<file path="config.mk">
export PLATFORM = sky130hd
export DESIGN_NAME = efe_top
export DESIGN_NICKNAME = d
export VERILOG_FILES = /design/src/efe_pkg.sv /design/src/efe_top.sv /design/src/efe_qdec.sv /design/src/efe_ssi_tx.sv
export VERILOG_INCLUDE_DIRS = /design/src /design/src/src
export SDC_FILE = /design/constraint.sdc
export NUM_CORES = 1
export LEC_CHECK = 0
export BUFFER_PORTS_ARGS = -buffer_cell sky130_fd_sc_hd__buf_2
export CAP_MARGIN = 25
export CORE_ASPECT_RATIO = 1.1
export CORE_MARGIN = 2
export CORE_UTILIZATION = 50
export CTS_CLUSTER_DIAMETER = 120
export DETAILED_ROUTE_END_ITERATION = 10
export GPL_TIMING_DRIVEN = 0
export PLACE_DENSITY = 0.64
export SLEW_MARGIN = 20
export SYNTH_ARGS = -nofsm -noshare
export SYNTH_HDL_FRONTEND = slang
export SYNTH_SLANG_ARGS = --single-unit
</file>
<file path="constraint.sdc">
create_clock -name CLK -period 19.5 [get_ports CLK]
set_input_delay 1.95 -clock CLK [delete_from_list [all_inputs] [get_ports CLK]]
set_output_delay 1.95 -clock CLK [all_outputs]
set_load 0.01 [all_outputs]
</file>
<file path="src/efe_cfg.svh">
`ifndef EFE_CFG_SVH
`define EFE_CFG_SVH

`define EFE_CLK_MHZ         100
`define EFE_NS2CYC(ns)      ((((ns) * `EFE_CLK_MHZ) + 999) / 1000)
`define EFE_EDGE_NS         200
`define EFE_SSIR_HALF_NS    300
`define EFE_TOUT_SHORT_NS   1300
`define EFE_TOUT_LONG_NS    10000
`define EFE_EDGE_CYC        `EFE_NS2CYC(`EFE_EDGE_NS)
`define EFE_SSIR_HALF_CYC   `EFE_NS2CYC(`EFE_SSIR_HALF_NS)
`define EFE_TOUT_SHORT_CYC  `EFE_NS2CYC(`EFE_TOUT_SHORT_NS)
`define EFE_TOUT_LONG_CYC   `EFE_NS2CYC(`EFE_TOUT_LONG_NS)

`define EFE_OFS_CTRL        8'h00
`define EFE_OFS_IDX_OFS     8'h04
`define EFE_OFS_SHAFT_ANG   8'h08
`define EFE_OFS_SHAFT_TURNS 8'h0C
`define EFE_OFS_PHASE       8'h10
`define EFE_OFS_FB_CNT      8'h14
`define EFE_OFS_GEAR_CNT    8'h18
`define EFE_OFS_SSI_RX      8'h1C
`define EFE_OFS_STATUS      8'h20
`define EFE_OFS_FB_IDX      8'h24

`define EFE_CTRL_RST        32'h018C000D

`define EFE_FB_SSI          5'h09
`define EFE_FB_QUAD_STORE   5'h0D
`define EFE_FB_HALL         5'h12
`define EFE_FB_QUAD_SHAKE   5'h13
`define EFE_EXT_SSI         3'h5
`define EFE_GEAR_QUAD       3'h3
`define EFE_GEAR_STEP       3'h4
`define EFE_EMU_OFF         2'h0
`define EFE_EMU_QUAD        2'h1
`define EFE_EMU_SSI         2'h2

`define EFE_RES_MIN         5'h08
`define EFE_RES_MAX_ENC     5'h13
`define EFE_RES_MAX_RSV     5'h0C
`define EFE_MT_MIN          5'h0C
`define EFE_MT_MAX          5'h10
`define EFE_ST_BITS         6'h10
`define EFE_QUAD_TOP        5'h16
`define EFE_LINE_TOP        5'h18
`define EFE_IDX_QUAD        2'h2

`endif

</file>
<file path="src/efe_pkg.sv">
package efe_pkg;

  typedef struct packed {
    logic z;
    logic b;
    logic a;
  } efe_quad_t;

  typedef struct packed {
    logic [2:0] spare;
    logic       shake_done;
    logic       dir_invert;
    logic       src_resolver;
    logic [4:0] emu_lines_log2;
    logic [4:0] multiturn_bit_width;
    logic       serial_frame_timeout;
    logic       emu_gray;
    logic       rx_gray;
    logic [1:0] emulation_output_mode;
    logic [2:0] gearing_input_mode;
    logic [2:0] external_position_source;
    logic [4:0] feedback_type_select;
  } efe_ctrl_t;

  typedef enum logic [1:0] {
    TX_IDLE  = 2'b01,
    TX_SHIFT = 2'b10
  } efe_tx_st_t;

  typedef enum logic [1:0] {
    RX_GAP = 2'b01,
    RX_RUN = 2'b10
  } efe_rx_st_t;

endpackage

</file>
<file path="src/efe_top.sv">
// Added by the designer: the placing of the registers and the AHB-Lite register port.
`include "efe_cfg.svh"
`timescale 1ns/100ps
`default_nettype none
module efe_top (
  input  wire logic               CLK,
  input  wire logic               ARST_N,
  input  wire logic               HSEL,
  input  wire logic [31:0]        HADDR,
  input  wire logic [1:0]         HTRANS,
  input  wire logic               HWRITE,
  input  wire logic [2:0]         HSIZE,
  input  wire logic [31:0]        HWDATA,
  input  wire logic               HREADY,
  output logic [31:0]             HRDATA,
  output logic                    HREADYOUT,
  output logic                    HRESP,
  input  wire efe_pkg::efe_quad_t ENC_I,
  input  wire logic [2:0]         HALL_I,
  input  wire efe_pkg::efe_quad_t X5_I,
  output efe_pkg::efe_quad_t      X5_O,
  output efe_pkg::efe_quad_t      X5_OE,
  input  wire logic               SSIF_DAT_I,
  output logic                    SSIF_CLK_O,
  output logic                    WAKE_SHAKE_REQ,
  output logic [2:0]              COMM_HALL,
  output logic [11:0]             COMM_PHASE
);
  import efe_pkg::*;

  localparam logic [4:0] EDGE_CYC   = 5'(`EFE_EDGE_CYC);
  localparam logic [4:0] HALF_CYC   = 5'(`EFE_SSIR_HALF_CYC);
  localparam logic [9:0] TOUT_SHORT = 10'(`EFE_TOUT_SHORT_CYC);
  localparam logic [9:0] TOUT_LONG  = 10'(`EFE_TOUT_LONG_CYC);

  function automatic logic [31:0] gray2bin(input logic [31:0] g);
    logic [31:0] b;
    b = '0;
    b[31] = g[31];
    for (int i = 30; i >= 0; i--) begin
      b[i] = b[i + 1] ^ g[i];
    end
    return b;
  endfunction

  logic        rst_s1_r;
  logic        rst_n;
  logic [9:0]  pin_s1_r;
  logic [9:0]  pin_s2_r;
  efe_quad_t   enc_s;
  efe_quad_t   x5_s;
  logic [2:0]  hall_s;
  logic        ssif_dat_s;

  // Reset is released through two flops so every block leaves reset together
  always_ff @(posedge CLK or negedge ARST_N) begin
    if (!ARST_N) begin
      rst_s1_r <= 1'b0;
      rst_n    <= 1'b0;
    end else begin
      rst_s1_r <= 1'b1;
      rst_n    <= rst_s1_r;
    end
  end

  always_ff @(posedge CLK or negedge rst_n) begin
    if (!rst_n) begin
      pin_s1_r <= '0;
      pin_s2_r <= '0;
    end else begin
      pin_s1_r <= {SSIF_DAT_I, HALL_I, X5_I, ENC_I};
      pin_s2_r <= pin_s1_r;
    end
  end

  assign enc_s      = efe_quad_t'(pin_s2_r[2:0]);
  assign x5_s       = efe_quad_t'(pin_s2_r[5:3]);
  assign hall_s     = pin_s2_r[8:6];
  assign ssif_dat_s = pin_s2_r[9];

  efe_ctrl_t   ctrl_r;
  efe_ctrl_t   ctrl_nxt;
  logic [23:0] idx_ofs_r;
  logic [23:0] idx_ofs_nxt;
  logic [23:0] ang_r;
  logic [23:0] ang_nxt;
  logic [15:0] turns_r;
  logic [15:0] turns_nxt;
  logic [11:0] phase_r;
  logic [11:0] phase_nxt;
  logic [31:0] fb_idx_r;
  logic [31:0] fb_idx_nxt;
  logic [31:0] ssi_rx_r;
  logic [31:0] ssi_rx_nxt;
  logic        wr_pend_r;
  logic        wr_pend_nxt;
  logic [7:0]  wr_addr_r;
  logic [7:0]  wr_addr_nxt;
  logic [31:0] hrdata_nxt;
  logic        addr_ok;
  logic [31:0] fb_cnt;
  logic [31:0] gear_cnt;
  logic        fb_idx_evt;
  logic        fb_en;
  logic        gear_en;
  logic        tx_busy;
  logic        tx_dat;
  logic        rx_busy;
  logic [31:0] status;
  logic [9:0]  tout_cyc;
  logic [4:0]  mt_w;
  logic [5:0]  nbits;

  assign addr_ok = HSEL & HTRANS[1] & HREADY;
  assign tout_cyc = ctrl_r.serial_frame_timeout ? TOUT_LONG : TOUT_SHORT;
  assign fb_en = (ctrl_r.feedback_type_select == `EFE_FB_QUAD_STORE) |
                 (ctrl_r.feedback_type_select == `EFE_FB_QUAD_SHAKE) |
                 (ctrl_r.feedback_type_select == `EFE_FB_HALL);
  // A slave in gearing listens only while its own emulation is off
  assign gear_en = (ctrl_r.emulation_output_mode == `EFE_EMU_OFF) &
                   ((ctrl_r.gearing_input_mode == `EFE_GEAR_QUAD) |
                    (ctrl_r.gearing_input_mode == `EFE_GEAR_STEP));

  always_comb begin
    mt_w = ctrl_r.multiturn_bit_width;
    if (mt_w < `EFE_MT_MIN) begin
      mt_w = `EFE_MT_MIN;
    end else if (mt_w > `EFE_MT_MAX) begin
      mt_w = `EFE_MT_MAX;
    end
    nbits = {1'b0, mt_w} + `EFE_ST_BITS;
  end

  // Host register block: zero wait states, read data captured at address
  always_comb begin
    wr_pend_nxt = addr_ok & HWRITE;
    wr_addr_nxt = addr_ok ? HADDR[7:0] : wr_addr_r;
    hrdata_nxt  = HRDATA;
    if (addr_ok & ~HWRITE) begin
      unique case (HADDR[7:0])
        `EFE_OFS_CTRL:        hrdata_nxt = ctrl_r;
        `EFE_OFS_IDX_OFS:     hrdata_nxt = {8'h00, idx_ofs_r};
        `EFE_OFS_SHAFT_ANG:   hrdata_nxt = {8'h00, ang_r};
        `EFE_OFS_SHAFT_TURNS: hrdata_nxt = {16'h0000, turns_r};
        `EFE_OFS_PHASE:       hrdata_nxt = {20'h00000, phase_r};
        `EFE_OFS_FB_CNT:      hrdata_nxt = fb_cnt;
        `EFE_OFS_GEAR_CNT:    hrdata_nxt = gear_cnt;
        `EFE_OFS_SSI_RX:      hrdata_nxt = ssi_rx_r;
        `EFE_OFS_STATUS:      hrdata_nxt = status;
        `EFE_OFS_FB_IDX:      hrdata_nxt = fb_idx_r;
        default:              hrdata_nxt = '0;
      endcase
    end
    ctrl_nxt    = ctrl_r;
    idx_ofs_nxt = idx_ofs_r;
    ang_nxt     = ang_r;
    turns_nxt   = turns_r;
    phase_nxt   = phase_r;
    if (wr_pend_r) begin
      unique case (wr_addr_r)
        `EFE_OFS_CTRL:        ctrl_nxt    = efe_ctrl_t'(HWDATA);
        `EFE_OFS_IDX_OFS:     idx_ofs_nxt = HWDATA[23:0];
        `EFE_OFS_SHAFT_ANG:   ang_nxt     = HWDATA[23:0];
        `EFE_OFS_SHAFT_TURNS: turns_nxt   = HWDATA[15:0];
        `EFE_OFS_PHASE:       phase_nxt   = HWDATA[11:0];
        default:              ctrl_nxt    = ctrl_r;
      endcase
    end
    fb_idx_nxt = fb_idx_evt ? fb_cnt : fb_idx_r;
  end

  always_ff @(posedge CLK or negedge rst_n) begin
    if (!rst_n) begin
      wr_pend_r <= 1'b0;
      wr_addr_r <= '0;
      HRDATA    <= '0;
      HREADYOUT <= 1'b1;
      HRESP     <= 1'b0;
      ctrl_r    <= efe_ctrl_t'(`EFE_CTRL_RST);
      idx_ofs_r <= '0;
      ang_r     <= '0;
      turns_r   <= '0;
      phase_r   <= '0;
      fb_idx_r  <= '0;
    end else begin
      wr_pend_r <= wr_pend_nxt;
      wr_addr_r <= wr_addr_nxt;
      HRDATA    <= hrdata_nxt;
      HREADYOUT <= 1'b1;
      HRESP     <= 1'b0;
      ctrl_r    <= ctrl_nxt;
      idx_ofs_r <= idx_ofs_nxt;
      ang_r     <= ang_nxt;
      turns_r   <= turns_nxt;
      phase_r   <= phase_nxt;
      fb_idx_r  <= fb_idx_nxt;
    end
  end

  efe_qdec u_fb_dec (
    .clk       (CLK),
    .rst_n     (rst_n),
    .en        (fb_en),
    .step_mode (1'b0),
    .pin       (enc_s),
    .cnt_r     (fb_cnt),
    .idx_r     (fb_idx_evt)
  );

  efe_qdec u_gear_dec (
    .clk       (CLK),
    .rst_n     (rst_n),
    .en        (gear_en),
    .step_mode (ctrl_r.gearing_input_mode == `EFE_GEAR_STEP),
    .pin       (x5_s),
    .cnt_r     (gear_cnt),
    .idx_r     ()
  );

  // Quadrature emulation: a follower steps toward the shaft angle
  logic [39:0] pos;
  logic [4:0]  res;
  logic [4:0]  qsh;
  logic [4:0]  lsh;
  logic [23:0] step;
  logic [23:0] target;
  logic [23:0] delta;
  logic [23:0] emu_r;
  logic [23:0] emu_nxt;
  logic [4:0]  gap_r;
  logic [4:0]  gap_nxt;
  logic [1:0]  quad;
  logic        emu_on;
  logic        idx_hit;
  logic [31:0] tx_word;

  always_comb begin
    pos = {turns_r, ang_r};
    if (ctrl_r.dir_invert) begin
      pos = 40'h0000000000 - pos;
    end
    res = ctrl_r.emu_lines_log2;
    if (res < `EFE_RES_MIN) begin
      res = `EFE_RES_MIN;
    end else if (ctrl_r.src_resolver && res > `EFE_RES_MAX_RSV) begin
      res = `EFE_RES_MAX_RSV;
    end else if (res > `EFE_RES_MAX_ENC) begin
      res = `EFE_RES_MAX_ENC;
    end
    qsh     = `EFE_QUAD_TOP - res;
    lsh     = `EFE_LINE_TOP - res;
    step    = 24'h000001 << qsh;
    target  = pos[23:0] & ~(step - 24'h000001);
    delta   = target - emu_r;
    emu_on  = (ctrl_r.emulation_output_mode == `EFE_EMU_QUAD);
    quad    = 2'(emu_r >> qsh);
    idx_hit = ((emu_r >> lsh) == (idx_ofs_r >> lsh)) &&
              (quad == `EFE_IDX_QUAD);
    emu_nxt = emu_r;
    gap_nxt = (gap_r != 5'h00) ? gap_r - 5'h01 : gap_r;
    if (!emu_on) begin
      // Park on the target so enabling does not burst out stale counts
      emu_nxt = target;
    end else if ((delta != 24'h000000) && (gap_r == 5'h00)) begin
      // One count per edge time keeps the edge spacing at or above minimum
      emu_nxt = delta[23] ? emu_r - step : emu_r + step;
      gap_nxt = EDGE_CYC - 5'h01;
    end
    // Single-turn field is the top of the angle; revolutions sit above it
    tx_word = {pos[39:24], pos[23:8]} << (`EFE_MT_MAX - mt_w);
    if (ctrl_r.emu_gray) begin
      tx_word = tx_word ^ {1'b0, tx_word[31:1]};
    end
  end

  always_ff @(posedge CLK or negedge rst_n) begin
    if (!rst_n) begin
      emu_r <= '0;
      gap_r <= '0;
    end else begin
      emu_r <= emu_nxt;
      gap_r <= gap_nxt;
    end
  end

  efe_ssi_tx u_ssi_tx (
    .clk      (CLK),
    .rst_n    (rst_n),
    .en       (ctrl_r.emulation_output_mode == `EFE_EMU_SSI),
    .sclk     (x5_s.a),
    .word     (tx_word),
    .nbits    (nbits),
    .tout_cyc (tout_cyc),
    .dat_r    (tx_dat),
    .busy     (tx_busy)
  );

  // SSI feedback reader; waits a full timeout with clock high per frame
  efe_rx_st_t  rx_st_r;
  efe_rx_st_t  rx_st_nxt;
  logic [4:0]  rxdiv_r;
  logic [4:0]  rxdiv_nxt;
  logic [5:0]  rxn_r;
  logic [5:0]  rxn_nxt;
  logic [31:0] rxsh_r;
  logic [31:0] rxsh_nxt;
  logic [9:0]  rxgap_r;
  logic [9:0]  rxgap_nxt;
  logic        rxclk_nxt;
  logic        rx_en;

  assign rx_en = (ctrl_r.feedback_type_select == `EFE_FB_SSI) |
                 (ctrl_r.external_position_source == `EFE_EXT_SSI);
  assign rx_busy = (rx_st_r == RX_RUN);

  always_comb begin
    rx_st_nxt  = rx_st_r;
    rxdiv_nxt  = '0;
    rxn_nxt    = rxn_r;
    rxsh_nxt   = rxsh_r;
    rxgap_nxt  = rxgap_r;
    rxclk_nxt  = SSIF_CLK_O;
    ssi_rx_nxt = ssi_rx_r;
    unique case (rx_st_r)
      RX_GAP: begin
        rxclk_nxt = 1'b1;
        rxn_nxt   = '0;
        rxsh_nxt  = '0;
        if (!rx_en) begin
          rxgap_nxt = '0;
        end else if (rxgap_r >= tout_cyc) begin
          rxgap_nxt = '0;
          rx_st_nxt = RX_RUN;
        end else begin
          rxgap_nxt = rxgap_r + 10'h001;
        end
      end
      RX_RUN: begin
        rxdiv_nxt = rxdiv_r + 5'h01;
        if (rxdiv_r == HALF_CYC - 5'h01) begin
          rxdiv_nxt = '0;
          if (SSIF_CLK_O) begin
            rxclk_nxt = 1'b0;
            rxn_nxt   = rxn_r + 6'h01;
            if (rxn_r != 6'h00) begin
              rxsh_nxt = {rxsh_r[30:0], ssif_dat_s};
            end
          end else begin
            rxclk_nxt = 1'b1;
            if (rxn_r > nbits) begin
              rx_st_nxt  = RX_GAP;
              ssi_rx_nxt = ctrl_r.rx_gray ? gray2bin(rxsh_r) : rxsh_r;
            end
          end
        end
        if (!rx_en) begin
          rx_st_nxt = RX_GAP;
          rxclk_nxt = 1'b1;
        end
      end
    endcase
  end

  always_ff @(posedge CLK or negedge rst_n) begin
    if (!rst_n) begin
      rx_st_r    <= RX_GAP;
      rxdiv_r    <= '0;
      rxn_r      <= '0;
      rxsh_r     <= '0;
      rxgap_r    <= '0;
      SSIF_CLK_O <= 1'b1;
      ssi_rx_r   <= '0;
    end else begin
      rx_st_r    <= rx_st_nxt;
      rxdiv_r    <= rxdiv_nxt;
      rxn_r      <= rxn_nxt;
      rxsh_r     <= rxsh_nxt;
      rxgap_r    <= rxgap_nxt;
      SSIF_CLK_O <= rxclk_nxt;
      ssi_rx_r   <= ssi_rx_nxt;
    end
  end

  // Pin drivers and commutation outputs
  logic        shake_nxt;
  logic [2:0]  hall_nxt;
  logic [11:0] cphase_nxt;
  efe_quad_t   x5o_nxt;
  efe_quad_t   x5oe_nxt;

  assign status = {22'h000000, WAKE_SHAKE_REQ, COMM_HALL, X5_O.b, X5_O.a,
                   tx_busy, rx_busy, fb_en, gear_en};

  always_comb begin
    shake_nxt = (ctrl_r.feedback_type_select == `EFE_FB_QUAD_SHAKE) &
                ~ctrl_r.shake_done;
    hall_nxt  = (ctrl_r.feedback_type_select == `EFE_FB_HALL) ?
                hall_s : 3'h0;
    cphase_nxt = 12'h000;
    if ((ctrl_r.feedback_type_select == `EFE_FB_QUAD_STORE) ||
        ((ctrl_r.feedback_type_select == `EFE_FB_QUAD_SHAKE) &&
         ctrl_r.shake_done)) begin
      cphase_nxt = phase_r;
    end
    x5o_nxt  = '0;
    x5oe_nxt = '0;
    if (emu_on) begin
      x5o_nxt  = '{z: idx_hit, b: quad[1], a: quad[1] ^ quad[0]};
      x5oe_nxt = '{z: 1'b1, b: 1'b1, a: 1'b1};
    end else if (ctrl_r.emulation_output_mode == `EFE_EMU_SSI) begin
      x5o_nxt  = '{z: 1'b0, b: tx_dat, a: 1'b0};
      x5oe_nxt = '{z: 1'b0, b: 1'b1, a: 1'b0};
    end
  end

  always_ff @(posedge CLK or negedge rst_n) begin
    if (!rst_n) begin
      WAKE_SHAKE_REQ <= 1'b0;
      COMM_HALL      <= '0;
      COMM_PHASE     <= '0;
      X5_O           <= '0;
      X5_OE          <= '0;
    end else begin
      WAKE_SHAKE_REQ <= shake_nxt;
      COMM_HALL      <= hall_nxt;
      COMM_PHASE     <= cphase_nxt;
      X5_O           <= x5o_nxt;
      X5_OE          <= x5oe_nxt;
    end
  end
endmodule
`default_nettype wire

</file>
<file path="src/efe_qdec.sv">
`timescale 1ns/100ps
`default_nettype none
module efe_qdec (
  input  wire logic              clk,
  input  wire logic              rst_n,
  input  wire logic              en,
  input  wire logic              step_mode,
  input  wire efe_pkg::efe_quad_t pin,
  output logic [31:0]            cnt_r,
  output logic                   idx_r
);
  import efe_pkg::*;

  efe_quad_t   prev_r;
  efe_quad_t   prev_nxt;
  logic [31:0] cnt_nxt;
  logic        idx_nxt;
  logic        a_chg;
  logic        b_chg;

  always_comb begin
    prev_nxt = pin;
    cnt_nxt  = cnt_r;
    a_chg    = pin.a ^ prev_r.a;
    b_chg    = pin.b ^ prev_r.b;
    idx_nxt  = en & pin.z & ~prev_r.z;
    if (en) begin
      if (step_mode) begin
        // Direction high counts up; only the step rising edge counts
        if (pin.a & ~prev_r.a) begin
          cnt_nxt = pin.b ? cnt_r + 32'h1 : cnt_r - 32'h1;
        end
      end else if (a_chg ^ b_chg) begin
        // A leading B counts up; a double change is a lost edge and skipped
        cnt_nxt = (pin.a ^ prev_r.b) ? cnt_r + 32'h1 : cnt_r - 32'h1;
      end
    end
  end

  always_ff @(posedge clk or negedge rst_n) begin
    if (!rst_n) begin
      prev_r <= '0;
      cnt_r  <= '0;
      idx_r  <= 1'b0;
    end else begin
      prev_r <= prev_nxt;
      cnt_r  <= cnt_nxt;
      idx_r  <= idx_nxt;
    end
  end
endmodule
`default_nettype wire

</file>
<file path="src/efe_ssi_tx.sv">
`timescale 1ns/100ps
`default_nettype none
module efe_ssi_tx (
  input  wire logic        clk,
  input  wire logic        rst_n,
  input  wire logic        en,
  input  wire logic        sclk,
  input  wire logic [31:0] word,
  input  wire logic [5:0]  nbits,
  input  wire logic [9:0]  tout_cyc,
  output logic             dat_r,
  output logic             busy
);
  import efe_pkg::*;

  efe_tx_st_t  st_r;
  efe_tx_st_t  st_nxt;
  logic [31:0] sh_r;
  logic [31:0] sh_nxt;
  logic [5:0]  left_r;
  logic [5:0]  left_nxt;
  logic [9:0]  tcnt_r;
  logic [9:0]  tcnt_nxt;
  logic        prev_r;
  logic        dat_nxt;

  assign busy = (st_r == TX_SHIFT);

  always_comb begin
    st_nxt   = st_r;
    sh_nxt   = sh_r;
    left_nxt = left_r;
    tcnt_nxt = tcnt_r;
    dat_nxt  = dat_r;
    unique case (st_r)
      TX_IDLE: begin
        dat_nxt  = 1'b1;
        tcnt_nxt = '0;
        // Position is frozen on the first falling clock edge
        if (en & prev_r & ~sclk) begin
          sh_nxt   = word;
          left_nxt = nbits;
          st_nxt   = TX_SHIFT;
        end
      end
      TX_SHIFT: begin
        if (~prev_r & sclk) begin
          if (left_r != 6'h00) begin
            dat_nxt  = sh_r[31];
            sh_nxt   = {sh_r[30:0], 1'b0};
            left_nxt = left_r - 6'h01;
          end else begin
            dat_nxt = 1'b0;
          end
        end
        // Data stays low after the last bit until the clock rests high
        if (!sclk) begin
          tcnt_nxt = '0;
        end else if (tcnt_r >= tout_cyc) begin
          st_nxt  = TX_IDLE;
          dat_nxt = 1'b1;
        end else begin
          tcnt_nxt = tcnt_r + 10'h001;
        end
        if (!en) begin
          st_nxt  = TX_IDLE;
          dat_nxt = 1'b1;
        end
      end
    endcase
  end

  always_ff @(posedge clk or negedge rst_n) begin
    if (!rst_n) begin
      st_r   <= TX_IDLE;
      sh_r   <= '0;
      left_r <= '0;
      tcnt_r <= '0;
      prev_r <= 1'b1;
      dat_r  <= 1'b1;
    end else begin
      st_r   <= st_nxt;
      sh_r   <= sh_nxt;
      left_r <= left_nxt;
      tcnt_r <= tcnt_nxt;
      prev_r <= sclk;
      dat_r  <= dat_nxt;
    end
  end
endmodule
`default_nettype wire

</file>
Yosys cells after proc, flatten, opt, wreduce, memory -nomap -nowiden
Cells that the tools add are included.
{"block": "totals", "regBits": 464, "latch_bits": 0, "ramBits": 0, "rom_bits": 0, "input_bits": 84, "output_inout_bits": 57, "wordCells": 299, "mem_count": 0}
{"block": "classes", "n_addsub": 19, "mul": 0, "div_mod_pow": 0, "magnitude_cmp": 8, "eq_ne": 45, "n_shift": 5, "mux": 72, "bitwise_logic": 66, "n_reduce_logical": 27}
{"cell": "32-bit 2-to-1 mux", "n": 13}
{"cell": "32-bit case mux with 10 select lines", "n": 1}
{"cell": "32-bit case mux with 2 select lines", "n": 2}
{"cell": "24-bit 2-to-1 mux", "n": 3}
{"cell": "32-bit by 1-bit adder with 32-bit output (second input constant)", "n": 2}
{"cell": "32-bit by 1-bit subtractor with 32-bit output (second input constant)", "n": 2}
{"cell": "10-bit 2-to-1 mux", "n": 5}
{"cell": "5-bit 2-to-1 mux", "n": 10}
{"cell": "24-bit by 5-bit >> shifter with 24-bit output", "n": 2}
{"cell": "24-bit subtractor", "n": 2}
{"cell": "8-bit by 5-bit equality test with 1-bit output (second input constant)", "n": 5}
{"cell": "40-bit 2-to-1 mux", "n": 1}
{"cell": "1-bit by 40-bit subtractor with 40-bit output (first input constant)", "n": 1}
{"cell": "1-bit bitwise XOR", "n": 40}
{"cell": "8-bit by 4-bit equality test with 1-bit output (second input constant)", "n": 4}
{"cell": "32-bit by 5-bit << shifter with 32-bit output", "n": 1}
{"cell": "32-bit by 31-bit bitwise XOR with 32-bit output", "n": 1}
{"cell": "31-bit 2-to-1 mux", "n": 1}
{"cell": "6-bit 2-to-1 mux", "n": 5}
{"cell": "24-bit adder", "n": 1}
{"cell": "24-bit bitwise AND", "n": 1}
{"cell": "24-bit equality test", "n": 1}
{"cell": "2-bit 2-to-1 mux", "n": 12}
{"cell": "24-bit inverter", "n": 1}
{"cell": "other kinds (50)", "n": 125}

Depth between registers and ports, before layout
{"block": "depth", "word_depth": 32, "mapped_depth": 44}

Cells and area by module
Synthesis repeated with hierarchy kept, for this count alone.
{"block": "hier_totals", "hier_cells": 3254, "area_unflattened_um2": 30216.5}
{"mod": "efe_top", "n_inst": 1, "cells_per_inst": 2436, "area_per_inst_um2": 22609.2}
{"mod": "efe_qdec", "n_inst": 2, "cells_per_inst": 264, "area_per_inst_um2": 2398.6}
{"mod": "efe_ssi_tx", "n_inst": 1, "cells_per_inst": 290, "area_per_inst_um2": 2810.2}

Least setup slack after synthesis
No wires, ideal clock.
{"block": "synth_path", "path_type": "register -> register", "startpoint": "register ctrl_r[23] (netlist bit)", "endpoint": "register emu_r[23]", "t_arrival_ns": 8.771, "t_required_ns": 19.369, "setup_slack_ns": 10.597, "stages_incl_launch_ff": 44, "n_path_buf": 5, "synth_period_minus_slack_ns": 8.903, "path_cell_list": "dfstp_2 -> clkbuf_1 -> nor2_1 -> nor2_1 -> o221ai_1 -> inv_1 -> buf_1 -> clkbuf_1 -> ha_1 -> xor2_1 -> nor2_1 -> nand2_1 -> ha_1 -> clkbuf_1 -> xnor2_1 -> nor2_1 -> ha_1 -> o21a_1 -> [8 not listed] -> clkbuf_1 -> nor2_1 -> a31oi_1 -> ha_1 -> nor2b_1 -> o21ai_0 -> a21boi_0 -> o41ai_1 -> a21boi_0 -> o221ai_1 -> o21ai_0 -> a21oi_1 -> a21oi_1 -> a21o_1 -> a21oi_1 -> xnor2_1 -> and4b_1 -> or3_1"}
{"block": "synth_via", "elab_chain_cells": 13}
{"element": "start: declaration", "line": "efe_top.sv:81", "rtl": "efe_ctrl_t ctrl_r;"}
{"element": "start signal: assignment", "line": "efe_top.sv:179", "rtl": "ctrl_r <= efe_ctrl_t'(`EFE_CTRL_RST);"}
{"element": "start signal: assignment", "line": "efe_top.sv:191", "rtl": "ctrl_r <= ctrl_nxt;"}
{"element": "5-bit greater-than comparator (no line) / 5-bit by 4-bit greater-than comparator with 1-bit output (equally long branches)"}
{"element": "5-bit 2-to-1 mux / 1-bit logical AND (equally long branches)"}
{"element": "5-bit 2-to-1 mux", "line": "efe_top.sv:245", "rtl": "end else if (ctrl_r.src_resolver && res > `EFE_RES_MAX_RSV) begin"}
{"element": "5-bit 2-to-1 mux (*)", "line": "efe_top.sv:243", "rtl": "if (res < `EFE_RES_MIN) begin"}
{"element": "5-bit subtractor (no line) (*)"}
{"element": "1-bit by 5-bit << shifter with 24-bit output (*)", "line": "efe_top.sv:252", "rtl": "step = 24'h000001 << qsh;"}
{"element": "24-bit by 1-bit subtractor with 24-bit output", "line": "efe_top.sv:253", "rtl": "target = pos[23:0] & ~(step - 24'h000001);"}
{"element": "24-bit inverter", "line": "efe_top.sv:253"}
{"element": "24-bit bitwise AND", "line": "efe_top.sv:253"}
{"element": "24-bit subtractor", "line": "efe_top.sv:254", "rtl": "delta = target - emu_r;"}
{"element": "24-bit nonzero test / 24-bit 2-to-1 mux (equally long branches)", "line": "efe_top.sv:264, efe_top.sv:266"}
{"element": "1-bit logical AND / 24-bit 2-to-1 mux (equally long branches)", "line": "efe_top.sv:264", "rtl": "end else if ((delta != 24'h000000) && (gap_r == 5'h00)) begin"}
{"element": "2-bit by 1-bit != test with 1-bit output (no line) / 24-bit 2-to-1 mux (equally long branches)"}
{"element": "end signal: assignment", "line": "efe_top.sv:281", "rtl": "emu_r <= emu_nxt;"}
{"element": "end: declaration", "line": "efe_top.sv:228", "rtl": "logic [23:0] emu_r;"}
Mark *: on every way between the ends. The rest lies on a longest branch, timed or not. The select of a mux whose other input is x is not followed.
A chain may end at the register's enable or synchronous reset.

Worst setup path in the final report
{"block": "layout_path", "startpoint": "register ctrl_r[25] (netlist bit)", "endpoint": "register emu_r[23]"}
Same word-level chain as after synthesis.

==> reports/metrics.yaml <==
outcome: "complete, no violations"
final_common_cell: "dfrtp_1"
required_ps: 19980
grt-ovfl-total: 0
power_density_nw_per_um2: 119
post_drt_wl_per_cell_um: 23.6
crit_end: "emu_r[23]"
fp.dieH_um: 257
clkSlewWorstSetupHoldPaths_ps: 70
yosysSeqAreaShare: 0.397
grt_pass1_wl_um: 149000
synth_cells: 3140
via_per_inst: 6.17
use_met3: 0.0467
hpwl_um: 75800
skew_ps: 28.1
drive_gt1_frac: 0.130
firstDrtPassIters: 8
fin_ws_ps: 6930
grtUsageMet1: 0.425
num-fill-cells: 5153
r2r_slack_ps: 6930
post-route-period-util: 0.644
p_leak_nw: 14.9
r2r_end: "emu_r[23]"
path_max_fanout: 12
grt_usage: 0.321
initial_core_util: 0.507
nNetsFinal: 3522
drt_iter0_markers: 2533
cp.arrival_ps: 13040
mostFrequentLayoutCells: "448 x dfrtp_1, 360 x nand2_1, 257 x nor2_1"
synth_edf_count: 0
core-area_um2: 57400
relSlewSlack: 0.238
min_path_type: "reg2reg"
crit_slowest_cell: "xnor2_1"
crit_path_start_kind: "flop"
synth.avg_cell_area_um2: 9.28
synth_area_um2: 29100
regArea_um2: 11600
holdBufCountCts: 0
critical_path.startpoint: "ctrl_r[25]"
fin_crit_ps: 12570
critical_path_class: "reg2reg"
rows: 92
clk_path_buf_depth: 3
max_freq_mhz: 79.6
setup_tns_ps: 0
async_flop_share: 1.00
drt_wl_total_um: 97100
cts_tree: "yes"
multi_input_area_um2: 16500
synth-seq-cells: 461
top_usage_layer: "met2"
r2r_start: "ctrl_r[25]"
grt_max_degree: 59
antenna_left: 0
grt_pass1_vias: 24838
gp_congestion: 0.934
rsz0062_at_grt: "false"
cts_resized: 0
synth_warnings: 0
root_buffer: "clkbuf_16"
io_pins: 141
insertion_delay_ps: 620
vias: 25385
finalHoldViolCount: 0
synth_flop_cell: "dfrtp_1"
dieArea_um2: 60200
use_met2: 0.528
yosysUniqueCellTypes: 85
crit_path_end_kind: "flop"
port_buffers: 109
r2r_cells: 41
place_ws_ps: 7200
drcViolationCount: 0
antenna_found_initial: 5
finalMaxSlewViolations: 0
numCtsBuffers: 52
max_stage_delay_ps: 710
ir_drop_uv: 80.8
cts_setup_buffers: 0
tightest_slew_ps: 1130
die_x_um: 234
setup_viol: 0
cap_violations: 0
htree_levels: 2
cts_sinks: 461
area_growth_pct: 12.3
[metal layers]
layer / vias up / routed length [um]
met4: 2 / 4380
met1: 12670 / 40600
li1: 11624 / -
met2: 880 / 46200
met5: - / 13
met3: 209 / 5880
[cell families (layout without fill, tap and decap cells)]
family	Yosys count	count (layout)	share of synthesized area
AO/OA/AOI/OAI	817	817	0.183
adder cells (fa/ha/maj)	123	123	0.0536
multiplexers	246	246	0.0964
XOR/XNOR	267	267	0.0841
buffers and inverters	270	487	0.0354
flip-flops	461	461	0.397
AND/OR/NAND/NOR	954	954	0.150
other	2	5	0.000258
[worst max-delay path, delay by kind of cell (launching register included)]
kind	cells	cell delay (ps)
xor gates and xnor gates	3	1390
buffers and inverters	9	3280
and+or+nand+nor	8	1580
adders and majority gates	4	1200
AOI/OAI and AO/OA	17	4610
DFF	1	330
[worst min-delay path by stage]
stage	from	endpoint	slack, ps	depth (start not counted)
floorplan	pin_s1_r[0]	pin_s2_r[0]	330	0
finish	rst_s1_r	rst_n	350	0
global placement	pin_s1_r[3]	pin_s2_r[3]	330	0
CTS	pin_s1_r[7]	pin_s2_r[7]	350	0
global route	rst_s1_r	rst_n	360	0
detailed placement	pin_s1_r[3]	pin_s2_r[3]	330	0
[cell usage after synthesis (15+ instances only)]
master / number / area [um^2]
or3_1: 23 / 144
nand2b_1: 42 / 263
and3_1: 22 / 138
a31oi_1: 25 / 156
o21ai_0: 230 / 1150
clkbuf_1: 154 / 578
nor2b_1: 21 / 131
a22o_1: 45 / 394
or2_2: 20 / 125
o31ai_1: 24 / 180
and2_1: 25 / 156
nand2_1: 360 / 1350
a222oi_1: 20 / 200
nor3_1: 52 / 260
nor2_1: 257 / 965
mux2i_1: 78 / 781
xor2_1: 151 / 1320
inv_1: 98 / 368
ha_1: 120 / 1500
a211oi_1: 23 / 173
a21o_1: 36 / 270
mux2_2: 156 / 1760
a21boi_0: 15 / 113
o21a_1: 34 / 255
xnor2_1: 106 / 928
dfrtp_1: 449 / 11200
a21oi_1: 162 / 811
nand4_1: 27 / 169
nand3_1: 53 / 265
a22oi_1: 92 / 691
[flip-flops by register name, indices dropped and copies added (netlist names), 5 cells and up]
register          count
COMM_PHASE           12
HRDATA               32
ang_r                24
ctrl_r               32
emu_r                24
fb_idx_r             32
gap_r                 5
idx_ofs_r            24
phase_r              12
pin_s1_r              9
pin_s2_r              9
rxdiv_r               5
rxgap_r              10
rxn_r                 6
rxsh_r               32
ssi_rx_r             32
turns_r              16
u_fb_dec.cnt_r       32
u_gear_dec.cnt_r     32
u_ssi_tx.left_r       6
u_ssi_tx.sh_r        32
u_ssi_tx.tcnt_r      10
wr_addr_r             8
[power by group]
part	internal, mW	switching, mW	total [mW]
clock	0.606	0.432	1.04
combinational	0.665	1.01	1.68
sequential	1.06	0.119	1.18
total	2.33	1.56	3.90
[area by class of cell]
| class | count | area share |
|---|---|---|
| multi-input combinational | 2410 | 0.506 |
| sequential | 461 | 0.353 |
| clock buffer | 66 | 0.0439 |
| tap | 752 | 0.0288 |
| timing repair buffer | 120 | 0.0246 |
| buffer | 170 | 0.0201 |
| clock inverter | 31 | 0.0115 |
| inverter | 100 | 0.0115 |
| antenna | 2 | 0.000153 |
[stage by stage]
| stage | std cells | total power, mW | utilization | hold slack (ps) | instance area, um^2 |
|---|---|---|---|---|---|
| after floorplan | 3141 | 2.39 | - | 331 | 29100 |
| after global placement | 4002 | 2.78 | 0.533 | 332 | 30600 |
| after detailed placement | 4012 | 2.84 | 0.537 | 335 | 30900 |
| after CTS | 4109 | 3.89 | 0.569 | 349 | 32700 |
| after global routing | 4111 | 4.13 | 0.569 | 356 | 32700 |
| final | 4112 | 3.90 | 0.569 | 347 | 32700 |
(Power assumes the default switching activity.)
